File: src/hdl/itis_pkg.sv
// package for the interval timer interrupt source: offsets, fields, reset values, timing
// assumes a 32-bit classic wishbone with byte addresses
package itis_pkg;
  // ************************************************************
  // register byte offsets
  // ************************************************************
  localparam logic [7:0] OFF_CNT0 = 8'h00;
  localparam logic [7:0] OFF_CNT1 = 8'h04;
  localparam logic [7:0] OFF_CNT2 = 8'h08;
  localparam logic [7:0] OFF_CTRLWORD = 8'h0c;
  localparam logic [7:0] OFF_BOARDIRQ = 8'h10;
  localparam logic [7:0] OFF_PORTIRQ = 8'h14;
  localparam logic [7:0] OFF_IRQSTAT = 8'h18;
  localparam logic [7:0] OFF_IRQMASK = 8'h1c;
  localparam logic [7:0] OFF_CNTREAD = 8'h20;
  // ************************************************************
  // fields
  // ************************************************************
  localparam int CW_SEL_LSB = 6;
  localparam int CW_RW_LSB = 4;
  localparam int CW_MODE_LSB = 1;
  localparam logic [1:0] RW_LATCH = 2'h0;
  localparam logic [1:0] RW_LO = 2'h1;
  localparam logic [1:0] RW_HI = 2'h2;
  localparam logic [1:0] RW_LOHI = 2'h3;
  localparam int BIRQ_ENABLE_BIT = 1;
  localparam int BIRQ_SELECT_BIT = 0;
  localparam int BIRQ_GATE_BIT = 2;
  localparam int ST_TIMER = 0;
  localparam int ST_PORT = 1;
  localparam int NUM_CH = 3;
  localparam int NUM_MODES = 6;
  // ************************************************************
  // reset values
  // ************************************************************
  localparam logic [7:0] BOARDIRQ_RST = 8'h00;
  localparam logic [7:0] PORTIRQ_RST = 8'h00;
  localparam logic [1:0] MASK_RST = 2'h0;
  // ************************************************************
  // timing
  // ************************************************************
  localparam int CLK_HZ = 50000000;
  localparam int TICK_HZ = 2000000;
  localparam int TICK_NS = 500;
  localparam int TICK_DIV = CLK_HZ / TICK_HZ;
endpackage

File: src/hdl/itis_timer.sv
// three-channel interval timer with interrupt routing, wishbone slave
// assumes one 50 MHz clock; port interrupt requests arrive from logic on the same clock
//
// Contract
// - three counters, each programmable in one of six modes; counter 1 steps on counter 0 output
// - only counters 0 and 1 are used; counter 2 reaches no interrupt or pin
// - gates tied high, so gate-triggered modes 1 and 5 do nothing
// - counter 0 counts a fixed 2 MHz tick, 500 ns per step
// - counter 0 output clocks counter 1 as a prescaler
// - count loads low byte then high byte; counting starts on high byte
// - control word 0x34 sets counter 0 rate mode; 0x30 stops it
// - board irq 0x00 disables, 0x02 enables counter 0, 0x06 adds board gate
// - port irq enable 0x00 disables every parallel-port interrupt source
// - board gate bit gates every interrupt request to the host
//
// Local design decisions: the Wishbone register port and the register offsets.
`timescale 1ns/1ps
module itis_timer
  import itis_pkg::*;
#(
  parameter int PortIrqW = 8
)(
  input wire logic clock,
  input wire logic sys_rst,
  input wire logic [7:0] wb_adr_i,
  input wire logic [31:0] wb_dat_i,
  output logic [31:0] wb_dat_o,
  input wire logic [3:0] wb_sel_i,
  input wire logic wb_we_i,
  input wire logic wb_cyc_i,
  input wire logic wb_stb_i,
  output logic wb_ack_o,
  input wire logic [PortIrqW-1:0] portIrqReq,
  output logic [PortIrqW-1:0] portIrqEnable,
  output logic [1:0] timerOut,
  output logic irqOut
);
  // ************************************************************
  // state
  // ************************************************************
  typedef struct packed {
    logic [15:0] load;
    logic [15:0] count;
    logic [15:0] latch;
    logic latched;
    logic [2:0] mode;
    logic [1:0] rw;
    logic loLoaded;
    logic readHi;
    logic running;
    logic out;
  } itis_ch_t;

  typedef struct packed {
    itis_ch_t [NUM_CH-1:0] ch;
    logic [4:0] div;
    logic [7:0] boardIrq;
    logic [PortIrqW-1:0] portIrq;
    logic [1:0] status;
    logic [1:0] mask;
    logic [31:0] rdata;
    logic ack;
    logic irq;
  } itis_state_t;

  itis_state_t s_q;
  itis_state_t s_d;

  logic wbReq;
  logic wbWr;
  logic wbRd;
  logic [2:0] chTick;
  logic [2:0] chPulse;
  logic timerPulse;
  logic portEvent;
  logic [7:0] wbyte;
  logic [NUM_CH-1:0] chSel;
  logic srcPulse;

  assign wbReq = wb_cyc_i && wb_stb_i && !s_q.ack;
  assign wbWr = wbReq && wb_we_i && wb_sel_i[0];
  assign wbRd = wbReq && !wb_we_i;
  assign wbyte = wb_dat_i[7:0];

  // ************************************************************
  // channel data port decode
  // ************************************************************
  // one-hot channel select for counter data reads and writes
  always_comb
  begin
    case (wb_adr_i)
      OFF_CNT0: chSel = 3'h1;
      OFF_CNT1: chSel = 3'h2;
      OFF_CNT2: chSel = 3'h4;
      default: chSel = 3'h0;
    endcase
  end

  // ************************************************************
  // tick and cascade
  // ************************************************************
  // one-cycle pulse per 500 ns step for counter 0
  assign chTick[0] = (s_q.div == 5'(TICK_DIV - 1));
  // counter 1 steps on each counter 0 output pulse
  assign chTick[1] = chTick[0] && chPulse[0];
  assign chTick[2] = chTick[0];

  // pulse on the step that ends a period of a running counter
  always_comb
  begin
    for (int i = 0; i < NUM_CH; i++)
    begin
      case (s_q.ch[i].mode)
        3'h2, 3'h4, 3'h6:
        begin
          chPulse[i] = s_q.ch[i].running && (s_q.ch[i].count == 16'h0001);
        end
        3'h3, 3'h7:
        begin
          // square wave: the step that raises the output
          chPulse[i] = s_q.ch[i].running && (s_q.ch[i].count <= 16'h0002) && !s_q.ch[i].out;
        end
        default:
        begin
          chPulse[i] = 1'b0;
        end
      endcase
    end
  end

  // counter output chosen as the timer interrupt source
  assign srcPulse = s_q.boardIrq[BIRQ_SELECT_BIT] ? (chTick[1] && chPulse[1]) : (chTick[0] && chPulse[0]);
  assign timerPulse = s_q.boardIrq[BIRQ_ENABLE_BIT] && srcPulse;
  assign portEvent = |(portIrqReq & s_q.portIrq);

  // ************************************************************
  // next state
  // ************************************************************
  always_comb
  begin
    s_d = s_q;
    s_d.ack = wbReq;
    s_d.div = chTick[0] ? 5'h00 : s_q.div + 5'h01;

    // counting; gates are high so gated modes never start on their own
    for (int i = 0; i < NUM_CH; i++)
    begin
      if (chTick[i] && s_q.ch[i].running)
      begin
        case (s_q.ch[i].mode)
          3'h0:
          begin
            s_d.ch[i].count = s_q.ch[i].count - 16'h0001;
            if (s_q.ch[i].count == 16'h0001)
            begin
              s_d.ch[i].out = 1'b1;
            end
          end
          3'h2, 3'h6:
          begin
            s_d.ch[i].count = (s_q.ch[i].count == 16'h0001) ? s_q.ch[i].load : s_q.ch[i].count - 16'h0001;
            s_d.ch[i].out = (s_q.ch[i].count != 16'h0002);
          end
          3'h3, 3'h7:
          begin
            s_d.ch[i].count = (s_q.ch[i].count <= 16'h0002) ? s_q.ch[i].load : s_q.ch[i].count - 16'h0002;
            if (s_q.ch[i].count <= 16'h0002)
            begin
              s_d.ch[i].out = !s_q.ch[i].out;
            end
          end
          3'h4:
          begin
            s_d.ch[i].count = s_q.ch[i].count - 16'h0001;
            s_d.ch[i].out = (s_q.ch[i].count != 16'h0002);
            if (s_q.ch[i].count == 16'h0001)
            begin
              s_d.ch[i].running = 1'b0;
            end
          end
          3'h1, 3'h5:
          begin
            // the gate never rises, so a gate-triggered count never begins
            s_d.ch[i].count = s_q.ch[i].count;
          end
          default: ;
        endcase
      end
    end

    s_d.rdata = 32'h0000_0000;
    if (wbRd)
    begin
      case (wb_adr_i)
        OFF_CNT0, OFF_CNT1, OFF_CNT2:
        begin
          for (int i = 0; i < NUM_CH; i++)
          begin
            if (chSel[i])
            begin
              s_d.rdata[7:0] = s_q.ch[i].readHi ?
                (s_q.ch[i].latched ? s_q.ch[i].latch[15:8] : s_q.ch[i].count[15:8]) :
                (s_q.ch[i].latched ? s_q.ch[i].latch[7:0] : s_q.ch[i].count[7:0]);
              if (s_q.ch[i].rw == RW_LOHI)
              begin
                s_d.ch[i].readHi = !s_q.ch[i].readHi;
              end
              if (s_q.ch[i].rw != RW_LOHI || s_q.ch[i].readHi)
              begin
                s_d.ch[i].latched = 1'b0;
              end
            end
          end
        end
        OFF_BOARDIRQ: s_d.rdata[7:0] = s_q.boardIrq;
        OFF_PORTIRQ: s_d.rdata[PortIrqW-1:0] = s_q.portIrq;
        OFF_IRQSTAT: s_d.rdata[1:0] = s_q.status;
        OFF_IRQMASK: s_d.rdata[1:0] = s_q.mask;
        OFF_CNTREAD: s_d.rdata = {s_q.ch[1].count, s_q.ch[0].count};
        default: s_d.rdata = 32'h0000_0000;
      endcase
    end

    if (wbWr)
    begin
      case (wb_adr_i)
        OFF_CTRLWORD:
        begin
          for (int i = 0; i < NUM_CH; i++)
          begin
            if (wbyte[7:CW_SEL_LSB] == 2'(i))
            begin
              if (wbyte[5:CW_RW_LSB] == RW_LATCH)
              begin
                s_d.ch[i].latch = s_q.ch[i].count;
                s_d.ch[i].latched = 1'b1;
              end
              else
              begin
                s_d.ch[i].rw = wbyte[5:CW_RW_LSB];
                s_d.ch[i].mode = wbyte[3:CW_MODE_LSB];
                s_d.ch[i].running = 1'b0;
                s_d.ch[i].loLoaded = 1'b0;
                s_d.ch[i].readHi = (wbyte[5:CW_RW_LSB] == RW_HI);
                s_d.ch[i].latched = 1'b0;
                s_d.ch[i].out = (wbyte[3:CW_MODE_LSB] != 3'h0);
              end
            end
          end
        end
        OFF_CNT0, OFF_CNT1, OFF_CNT2:
        begin
          for (int i = 0; i < NUM_CH; i++)
          begin
            if (chSel[i])
            begin
              case (s_q.ch[i].rw)
                RW_LO:
                begin
                  s_d.ch[i].load = {8'h00, wbyte};
                  s_d.ch[i].count = {8'h00, wbyte};
                  s_d.ch[i].running = 1'b1;
                end
                RW_HI:
                begin
                  s_d.ch[i].load = {wbyte, 8'h00};
                  s_d.ch[i].count = {wbyte, 8'h00};
                  s_d.ch[i].running = 1'b1;
                end
                RW_LOHI:
                begin
                  if (!s_q.ch[i].loLoaded)
                  begin
                    s_d.ch[i].load[7:0] = wbyte;
                    s_d.ch[i].loLoaded = 1'b1;
                  end
                  else
                  begin
                    s_d.ch[i].load[15:8] = wbyte;
                    s_d.ch[i].count = {wbyte, s_q.ch[i].load[7:0]};
                    s_d.ch[i].loLoaded = 1'b0;
                    s_d.ch[i].running = 1'b1;
                  end
                end
                default: ;
              endcase
            end
          end
        end
        OFF_BOARDIRQ: s_d.boardIrq = wbyte;
        OFF_PORTIRQ: s_d.portIrq = wb_dat_i[PortIrqW-1:0];
        OFF_IRQSTAT: s_d.status = s_q.status & ~wb_dat_i[1:0];
        OFF_IRQMASK: s_d.mask = wb_dat_i[1:0];
        default: ;
      endcase
    end

    // set wins over a clear in the same cycle
    if (timerPulse)
    begin
      s_d.status[ST_TIMER] = 1'b1;
    end
    if (portEvent)
    begin
      s_d.status[ST_PORT] = 1'b1;
    end

    // level request, registered so the pin never glitches
    s_d.irq = s_d.boardIrq[BIRQ_GATE_BIT] && |(s_d.status & s_d.mask);
  end

  // ************************************************************
  // registers
  // ************************************************************
  always_ff @(posedge clock or posedge sys_rst)
  begin
    if (sys_rst)
    begin
      s_q <= '0;
      s_q.boardIrq <= BOARDIRQ_RST;
      s_q.portIrq <= PORTIRQ_RST;
      s_q.mask <= MASK_RST;
    end
    else
    begin
      s_q <= s_d;
    end
  end

  // ************************************************************
  // outputs
  // ************************************************************
  assign wb_ack_o = s_q.ack;
  assign wb_dat_o = s_q.rdata;
  assign portIrqEnable = s_q.portIrq;
  // counter 2 output is left off every pin and the interrupt path
  assign timerOut = {s_q.ch[1].out, s_q.ch[0].out};
  assign irqOut = s_q.irq;
endmodule

File: config.mk
export PLATFORM = sky130hd
export DESIGN_NAME = itis_timer
export DESIGN_NICKNAME = d
export VERILOG_FILES = /design/src/hdl/itis_pkg.sv /design/src/hdl/itis_timer.sv
export SDC_FILE = /design/constraint.sdc
export NUM_CORES = 1
export LEC_CHECK = 0
export BUFFER_PORTS_ARGS = -buffer_cell sky130_fd_sc_hd__clkbuf_2
export CAP_MARGIN = 20
export CORE_ASPECT_RATIO = 0.75
export CORE_MARGIN = 2
export CORE_UTILIZATION = 46
export CTS_CLUSTER_SIZE = 12
export DETAILED_ROUTE_END_ITERATION = 7
export PLACE_DENSITY = 0.63
export REMOVE_ABC_BUFFERS = 1
export SLEW_MARGIN = 25
export SYNTH_ARGS = -nofsm -noshare
export SYNTH_HDL_FRONTEND = slang
export SYNTH_SLANG_ARGS = --single-unit
File: constraint.sdc
create_clock -name clock -period 12.8 [get_ports clock]
set_input_delay 0 -clock clock [delete_from_list [all_inputs] [get_ports clock]]
set_output_delay 0 -clock clock [all_outputs]
set_load 0.05 [all_outputs]
==> flow_metrics.env, run 1 <==
export IMPL_worst_skew_pair_late_latency_ps=570
export IMPL_yosysTopAreaCell="dfrtp_1"
export IMPL_place_detailed_instances=2168
export IMPL_grt_use_total=0.309
export IMPL_core_box_area_um2=33500
export IMPL_final_setup_tns_ps=0
export IMPL_reg2regPathDepth=9
export IMPL_place_gp_congestion=0.989
export IMPL_detailedRoute_firstPassIterationCount=6
export IMPL_clkSlewWorstSetupHoldPaths_ps=70
export IMPL_yosys_warnings=0
export IMPL_layout_common_cells="dfrtp_1, nand2_1, o21ai_0"
export IMPL_ys_flop_type="dfrtp_1"
export IMPL_chipHeight_um=164
export IMPL_viasPerCell=6.58
export IMPL_design_final_nets=1854
export IMPL_numCtsBuffers=26
export IMPL_worst_setup_path_start_kind="register"
export IMPL_timing_rr_start="wb_ack_o$_DFF_PP0_"
export IMPL_initial_core_util=0.467
export IMPL_dieArea_um2=35600
export IMPL_timing_hold_worst_start="wb_stb_i"
export IMPL_crit_path_cell_trace="nand3b_1 > dlygate4sd3_1 > inv_1 > nand3_1 > or4_1 > or2_1 > o21ai_0 > a211o_1 > o21ai_0"
export IMPL_r2r_slack_ps=8890
export IMPL_grt_overflow_total=0
export IMPL_slowest_stage="or4_1"
export IMPL_number_of_hold_violations_in_the_final_report=0
export IMPL_die_width_um=217
export IMPL_cellPowerDensity_nw_per_um2=95.0
export IMPL_filler_cell_count=3228
export IMPL_timing_slew_headroom=0.306
export IMPL_post_drt_wl_per_cell_um=24.8
export IMPL_cp_max_fo=22
export IMPL_worst_endpoint_arrival_ps=4300
export IMPL_ios=101
export IMPL_number_of_antenna_violations_at_the_first_check_in_global_routing=3
export IMPL_synth_async_reset_ratio=1.00
export IMPL_final_common_cell="dfrtp_1"
export IMPL_syn_avg_cell_area_um2=8.61
export IMPL_grt_pass1_wl_mm=84.9
export IMPL_synth_lib_cells_used_distinct=87
export IMPL_drt_total_wl_mm=55.5
export IMPL_cts_setup_buffers=0
export IMPL_synth_simple_gate_area_frac=0.195
export IMPL_areaGrowthSynthToFinish_pct=7.69
export IMPL_drv_max_cap_violation_count=0
export IMPL_clock_tree_from_tritoncts="done"
export IMPL_finalCriticalPeriod_ps=3910
export IMPL_detail_route_antenna_nets=0
export IMPL_clk_root_buffer_cell="clkbuf_16"
export IMPL_yosys_area_share_xor_xnor=0.0324
export IMPL_initialDrtViolationCount=1821
export IMPL_dp_final_hpwl_mm=36.9
export IMPL_ys_seq_elements=232
export IMPL_vias_in_the_first_global_route=13700
export IMPL_cp_endpoint="s_q[144]$_DFF_PP0_"
export IMPL_r2r_end="s_q[144]$_DFF_PP0_"
export IMPL_pin_count_of_the_biggest_net_entering_global_routing=106
export IMPL_synth_mux_area_fraction=0.0943
export IMPL_number_of_buffers_between_clock_root_and_the_deepest_sink=3
export IMPL_layoutNonFillerInstCount=2236
export IMPL_maxSlewViolCount=0
export IMPL_ctsResizeCount=0
export IMPL_critical_path_max_stage_delay_ps=1000
export IMPL_drive_above_1_share=0.143
export IMPL_post_synth_fa_ha_maj_area_fraction=0.0256
export IMPL_timing_worst_setup_path_type="reg2reg"
export IMPL_skew_ps=26.4
export IMPL_worst_hold_path_num_cells=4
export IMPL_synth_yosys_seq_area_share=0.371
export IMPL_row_count=58
export IMPL_crit_top_cell="o21ai_0"
export IMPL_synth_top_cell_area_share=0.371
export IMPL_routed_via_count=14700
export IMPL_synth_top_cells_by_area="dfrtp_1, nand2_1, o21ai_0, mux2_2, a21oi_1"
export IMPL_run_status="complete, no violations"
export IMPL_irDropWorstVdd_uv=96.1
export IMPL_post_synth_inst_count=1820
export IMPL_synth_compound_area_share=0.212
export IMPL_combinational_family_with_the_most_area_after_synthesis="compound AO/OA/AOI/OAI gates"
export IMPL_setup_repair_after_global_routing_missed_its_margin="false"
export IMPL_post_route_period_util=0.305
export IMPL_tightestPinTransition_ps=1040
export IMPL_synth_edf_count=0
export IMPL_power_leakage_nw=7.23
export IMPL_end_kind="register"
export IMPL_drcViolationCount=0
export IMPL_place_port_buffers=73
export IMPL_max_freq_ghz=0.256
export IMPL_holdBufCountCts=19
export IMPL_netlist_area_um2=15700
export IMPL_h_tree_depth=1
export IMPL_numClockSinks=232
export IMPL_required_ps=13200
export IMPL_worstHoldPathType="in2reg"
export IMPL_worst_setup_path_startpoint="wb_ack_o$_DFF_PP0_"
export IMPL_setup_viol_count_final=0
[state kept, by name, summed over array words and instances, names as in the netlist]
register	cells
wb_ack_o	1
wb_dat_o	32
s_q	188
portIrqEnable	8
timerOut	2
irqOut	1
[kinds of logic (layout without fill, tap and decap cells)]
kind of cell / after synthesis / after routing
AO/OA/AOI/OAI: 518 / 518
XOR/XNOR: 58 / 58
adder cells (fa/ha/maj): 32 / 32
buffers and inverters: 239 / 201
flip-flops: 232 / 232
multiplexers: 109 / 109
other: 0 / 4
AND/OR/NAND/NOR: 632 / 632
[power by group]
| group | internal [W] | switching, W | leakage, nW |
|---|---|---|---|
| Combinational | 0.0000298 | 0.0000652 | 3.76 |
| Clock | 0.000437 | 0.000320 | 0.401 |
| Sequential | 0.000739 | 0.0000113 | 3.06 |
[layout make-up]
type	count	area, um2	area share
Clock inverter	8	109	0.00645
Sequential cell	232	5810	0.344
Clock buffer	37	732	0.0434
Multi-Input combinational cell	1349	8770	0.520
Inverter	44	173	0.0102
Antenna cell	4	10.0	0.000594
Tap cell	450	563	0.0334
Timing Repair Buffer	112	706	0.0418
[Yosys cell counts, types with 19 or more instances]
master	count
o22ai_1	20
and3_1	26
nand2_1	207
nor3_1	59
a21oi_1	117
clkbuf_1	118
nand4_1	19
a211oi_1	19
inv_1	43
xnor2_1	32
a22oi_1	35
ha_1	32
dfrtp_1	232
mux4_2	24
nand3_1	66
mux2_2	67
o21ai_0	151
nor2_1	136
buf_4	44
xor2_1	26
nor4_1	21
[how the worst min path moves through the flow]
| stage | to | slack [ps] |
|---|---|---|
| finish | wb_dat_o[29]$_DFF_PP0_ | 30 |
| detailed placement | wb_dat_o[9]$_DFF_PP0_ | 210 |
| global placement | wb_dat_o[9]$_DFF_PP0_ | 190 |
| global route | wb_dat_o[28]$_DFF_PP0_ | 70 |
| CTS | wb_dat_o[8]$_DFF_PP0_ | 1 |
| floorplan | s_q[61]$_DFF_PP0_ | 110 |
[metal layers]
layer,global-route usage,share of wire,up-vias
met1,0.448,0.44,7259
met2,0.479,0.44,819
met4,0.0984,0.032,0
li1,-,-,6504
met5,0,0,-
met3,0.0433,0.088,127
[through the flow]
step / utilization / instance area, um2 / hold slack, ps / setup slack [ps] / power (W)
CTS: 0.503 / 16800 / 0.999 / 8940 / 0.00162
global route: 0.503 / 16900 / 68.1 / 8750 / 0.00165
detailed placement: 0.472 / 15800 / 207 / 9160 / 0.000851
global placement: 0.472 / 15800 / 194 / 9250 / 0.000850
floorplan: - / 14700 / 109 / 6440 / 0.000807
finish: 0.503 / 16900 / 25.8 / 8890 / 0.00160
[critical path: cells and delay by family, from the launching register on]
kind / cells / cell delay [ps]
buffers and inverters: 2 / 660
and+or+nand+nor: 4 / 2280
DFF: 1 / 380
AOI/OAI and AO/OA: 3 / 400
Power figures use the tool's default switching activity.
==> run 2, diff against run 1 <==
--- a/config.mk
+++ b/config.mk
@@ -5,6 +5,7 @@
 export SDC_FILE = /design/constraint.sdc
 export NUM_CORES = 1
 export LEC_CHECK = 0
+export ABC_AREA = 1
 export BUFFER_PORTS_ARGS = -buffer_cell sky130_fd_sc_hd__clkbuf_2
 export CAP_MARGIN = 20
 export CORE_ASPECT_RATIO = 0.75
==> constraint.sdc (replaced) <==
create_clock -name clock -period 3.9 [get_ports clock]
set_input_delay 0 -clock clock [delete_from_list [all_inputs] [get_ports clock]]
set_output_delay 0 -clock clock [all_outputs]
set_load 0.05 [all_outputs]
==> flow_metrics.env, run 2 <==
export IMPL_placement_setup_worst_slack_ps=1080
export IMPL_p_sw_frac=0.253
export IMPL_maxSlewViolCount=0
export IMPL_irDropWorstVdd_uv=299
export IMPL_drt_total_wl_mm=57.9
export IMPL_number_of_antenna_violations_at_the_first_check_in_global_routing=1
export IMPL_worst_setup_path_start_kind="register"
export IMPL_synth_async_reset_ratio=1.00
export IMPL_timing_worst_setup_path_type="reg2reg"
export IMPL_crit_top_cell="nand2_1"
export IMPL_place_port_buffers=73
export IMPL_tightestPinTransition_ps=1020
export IMPL_critical_path_top_delay_family="simple AND/OR/NAND/NOR gates"
export IMPL_grt_overflow_total=0
export IMPL_final_common_cell="nand2_1"
export IMPL_number_of_hold_violations_in_the_final_report=0
export IMPL_finalCriticalPeriod_ps=2850
export IMPL_combinational_family_with_the_most_area_after_synthesis="simple AND/OR/NAND/NOR gates"
export IMPL_dieArea_um2=36200
export IMPL_detail_route_antenna_nets=0
export IMPL_clock_tree_from_tritoncts="done"
export IMPL_critical_path_n_buffers_inverters=5
export IMPL_drcViolationCount=0
export IMPL_pin_count_of_the_biggest_net_entering_global_routing=127
export IMPL_die_width_um=219
export IMPL_setup_viol_count_final=0
export IMPL_ios=101
export IMPL_required_ps=4340
export IMPL_top_cells_by_count_synth="nand2_1, o21ai_0, dfrtp_1"
export IMPL_h_tree_depth=1
export IMPL_combinationalPowerShare=0.052
export IMPL_synth_edf_count=0
export IMPL_yosysTopAreaCell="dfrtp_1"
export IMPL_synth_yosys_seq_area_share=0.364
export IMPL_ys_flop_type="dfrtp_1"
export IMPL_clkSlewWorstSetupHoldPaths_ps=60
export IMPL_top_register="s_q"
export IMPL_synth_compound_area_share=0.234
export IMPL_setup_slack_after_layout_ps=1050
export IMPL_synth_lib_cells_used_distinct=53
export IMPL_areaGrowthSynthToFinish_pct=8.13
export IMPL_row_count=59
export IMPL_core_box_area_um2=34400
export IMPL_cp_max_fo=22
export IMPL_run_status="complete, no violations"
export IMPL_post_synth_fa_ha_maj_area_fraction=0.0251
export IMPL_grt_use_total=0.320
export IMPL_power_share_clock=0.471
export IMPL_design_final_nets=2352
export IMPL_initialDrtViolationCount=2036
export IMPL_critical_path_max_stage_delay_ps=420
export IMPL_chipHeight_um=165
export IMPL_filler_cell_count=3496
export IMPL_slowest_stage="nand2_1"
export IMPL_yosys_area_share_xor_xnor=0.0352
export IMPL_initial_core_util=0.463
export IMPL_yosys_warnings=0
export IMPL_post_drt_wl_per_cell_um=21.2
export IMPL_netlist_area_um2=15900
export IMPL_numCtsBuffers=26
export IMPL_synth_mux_area_fraction=0
export IMPL_largest_register_ffs=188
export IMPL_drive_above_1_share=0.0943
export IMPL_clk_root_buffer_cell="clkbuf_16"
export IMPL_detailedRoute_firstPassIterationCount=6
export IMPL_power_leakage_nw=7.97
export IMPL_share_seq_of_total_power=0.477
export IMPL_p_sw_w=0.00129
export IMPL_setup_repair_after_global_routing_missed_its_margin="false"
export IMPL_dp_final_hpwl_mm=40.5
export IMPL_final_core_util=0.501
export IMPL_synth_top_cells_by_area="dfrtp_1, nand2_1, o21ai_0, a21oi_1, inv_1"
export IMPL_numClockSinks=232
export IMPL_antenna_cells_inserted=0
export IMPL_cellPowerDensity_nw_per_um2=296
export IMPL_drv_max_cap_violation_count=0
export IMPL_ys_seq_elements=232
export IMPL_routed_via_count=16100
export IMPL_place_gp_congestion=1.01
export IMPL_end_kind="register"
export IMPL_intPower_w=0.00382
export IMPL_synth_top_cell_area_share=0.364
export IMPL_leading_cell_type_by_number_of_instances_after_synthesis="nand2_1"
export IMPL_number_of_buffers_between_clock_root_and_the_deepest_sink=3
export IMPL_synth_simple_gate_area_frac=0.237
export IMPL_skew_ps=41.2
export IMPL_worst_endpoint_arrival_ps=3290
export IMPL_max_freq_ghz=0.351
export IMPL_timing_slew_headroom=0.318
export IMPL_vias_in_the_first_global_route=14400
export IMPL_worst_skew_pair_late_latency_ps=580
export IMPL_crit_path_cell_trace="inv_1 > ha_1 > inv_1 > nor2_1 > nand3_1 > inv_1 > nand2_1 > inv_1 > buf_4 > nand2_1 > nor2_1 > nand2_1 > nand2_1 > nand2_1 > a21oi_1"
export IMPL_grt_pass1_wl_mm=87.9
export IMPL_post_synth_inst_count=2270
export IMPL_syn_avg_cell_area_um2=7.02
export IMPL_worstHoldPathType="in2reg"
export IMPL_viasPerCell=5.87
export IMPL_cts_setup_buffers=0
export IMPL_layout_common_cells="nand2_1, o21ai_0, dfrtp_1"
export IMPL_post_route_period_util=0.731
[run 2: final timing paths]
check,from,end,slack [ps],cells past startpoint
setup / recovery,s_q[54]$_DFF_PP0_,irqOut$_DFF_PP0_,1050,15
max in group asynchronous,sys_rst,s_q[225]$_DFFE_PP0P_,2620,4
hold reg to reg,wb_ack_o$_DFF_PP0_,wb_ack_o$_DFF_PP0_,460,1
min in group asynchronous,sys_rst,wb_dat_o[19]$_DFF_PP0_,110,3
setup reg to reg,s_q[54]$_DFF_PP0_,irqOut$_DFF_PP0_,1050,15
hold / removal,wb_we_i,s_q[61]$_DFF_PP0_,10,6
[run 2: final cells by class]
type | instances | area [um2] | area share
inverter | 229 | 873 | 0.0507
sequential | 232 | 5810 | 0.337
tap | 457 | 572 | 0.0332
clock inverter | 8 | 60.1 | 0.00348
timing repair buffer | 113 | 711 | 0.0412
multi-input combinational | 1661 | 8470 | 0.491
clock buffer | 36 | 748 | 0.0434
[run 2: what timing repair did]
action / CTS / global route
resized for setup: 0 / 0
endpoints found under the hold margin: 145 / 0
hold buffers: 13 / 0
[run 2: power by group through the flow]
stage / registers [W] / clock network, W / logic [W]
after global routing: 0.00244 / 0.00252 / 0.000290
after floorplan: 0.00248 / 0 / 0.000118
final: 0.00244 / 0.00241 / 0.000267
after global placement: 0.00248 / 0 / 0.000247
after CTS: 0.00243 / 0.00243 / 0.000265
after detailed placement: 0.00248 / 0 / 0.000249
[run 2: logic make-up (layout without fill, tap and decap cells)]
logic type                 Yosys count  in the layout
xor gates and xnor gates            64             64
adders and majority gates           32             32
and+or+nand+nor                    877            877
DFF                                232            232
buffers and inverters              377            386
AOI/OAI and AO/OA                  688            688
[run 2: worst register-to-register path: stages (launching register included)]
cell and delay, ps:
dfrtp_1 410, inv_1 70, ha_1 140, inv_1 40, nor2_1 70, nand3_1 90, inv_1 200, nand2_1 420
inv_1 260, buf_4 330, nand2_1 170, nor2_1 110, nand2_1 60, nand2_1 70, nand2_1 50, a21oi_1 250
[run 2: per-stage QoR]
stage | cells | instance area (um2) | power, W | TNS, ps | hold slack, ps
after floorplan | 2122 | 15100 | 0.00260 | -571020 | 86.6
after global placement | 2679 | 16300 | 0.00272 | 0 | 227
after detailed placement | 2679 | 16300 | 0.00273 | 0 | 227
after CTS | 2736 | 17200 | 0.00513 | 0 | 6.28
after global routing | 2736 | 17200 | 0.00524 | 0 | 37.2
final | 2736 | 17200 | 0.00511 | 0 | 13.8
[run 2: routing by layer]
metal / GRT usage / vias to the layer above / part of all wire
li1: - / 7503 / -
met1: 0.487 / 7620 / 0.45
met2: 0.457 / 825 / 0.41
met3: 0.0658 / 105 / 0.11
met4: 0.0857 / 0 / 0.029
met5: 0 / - / 0
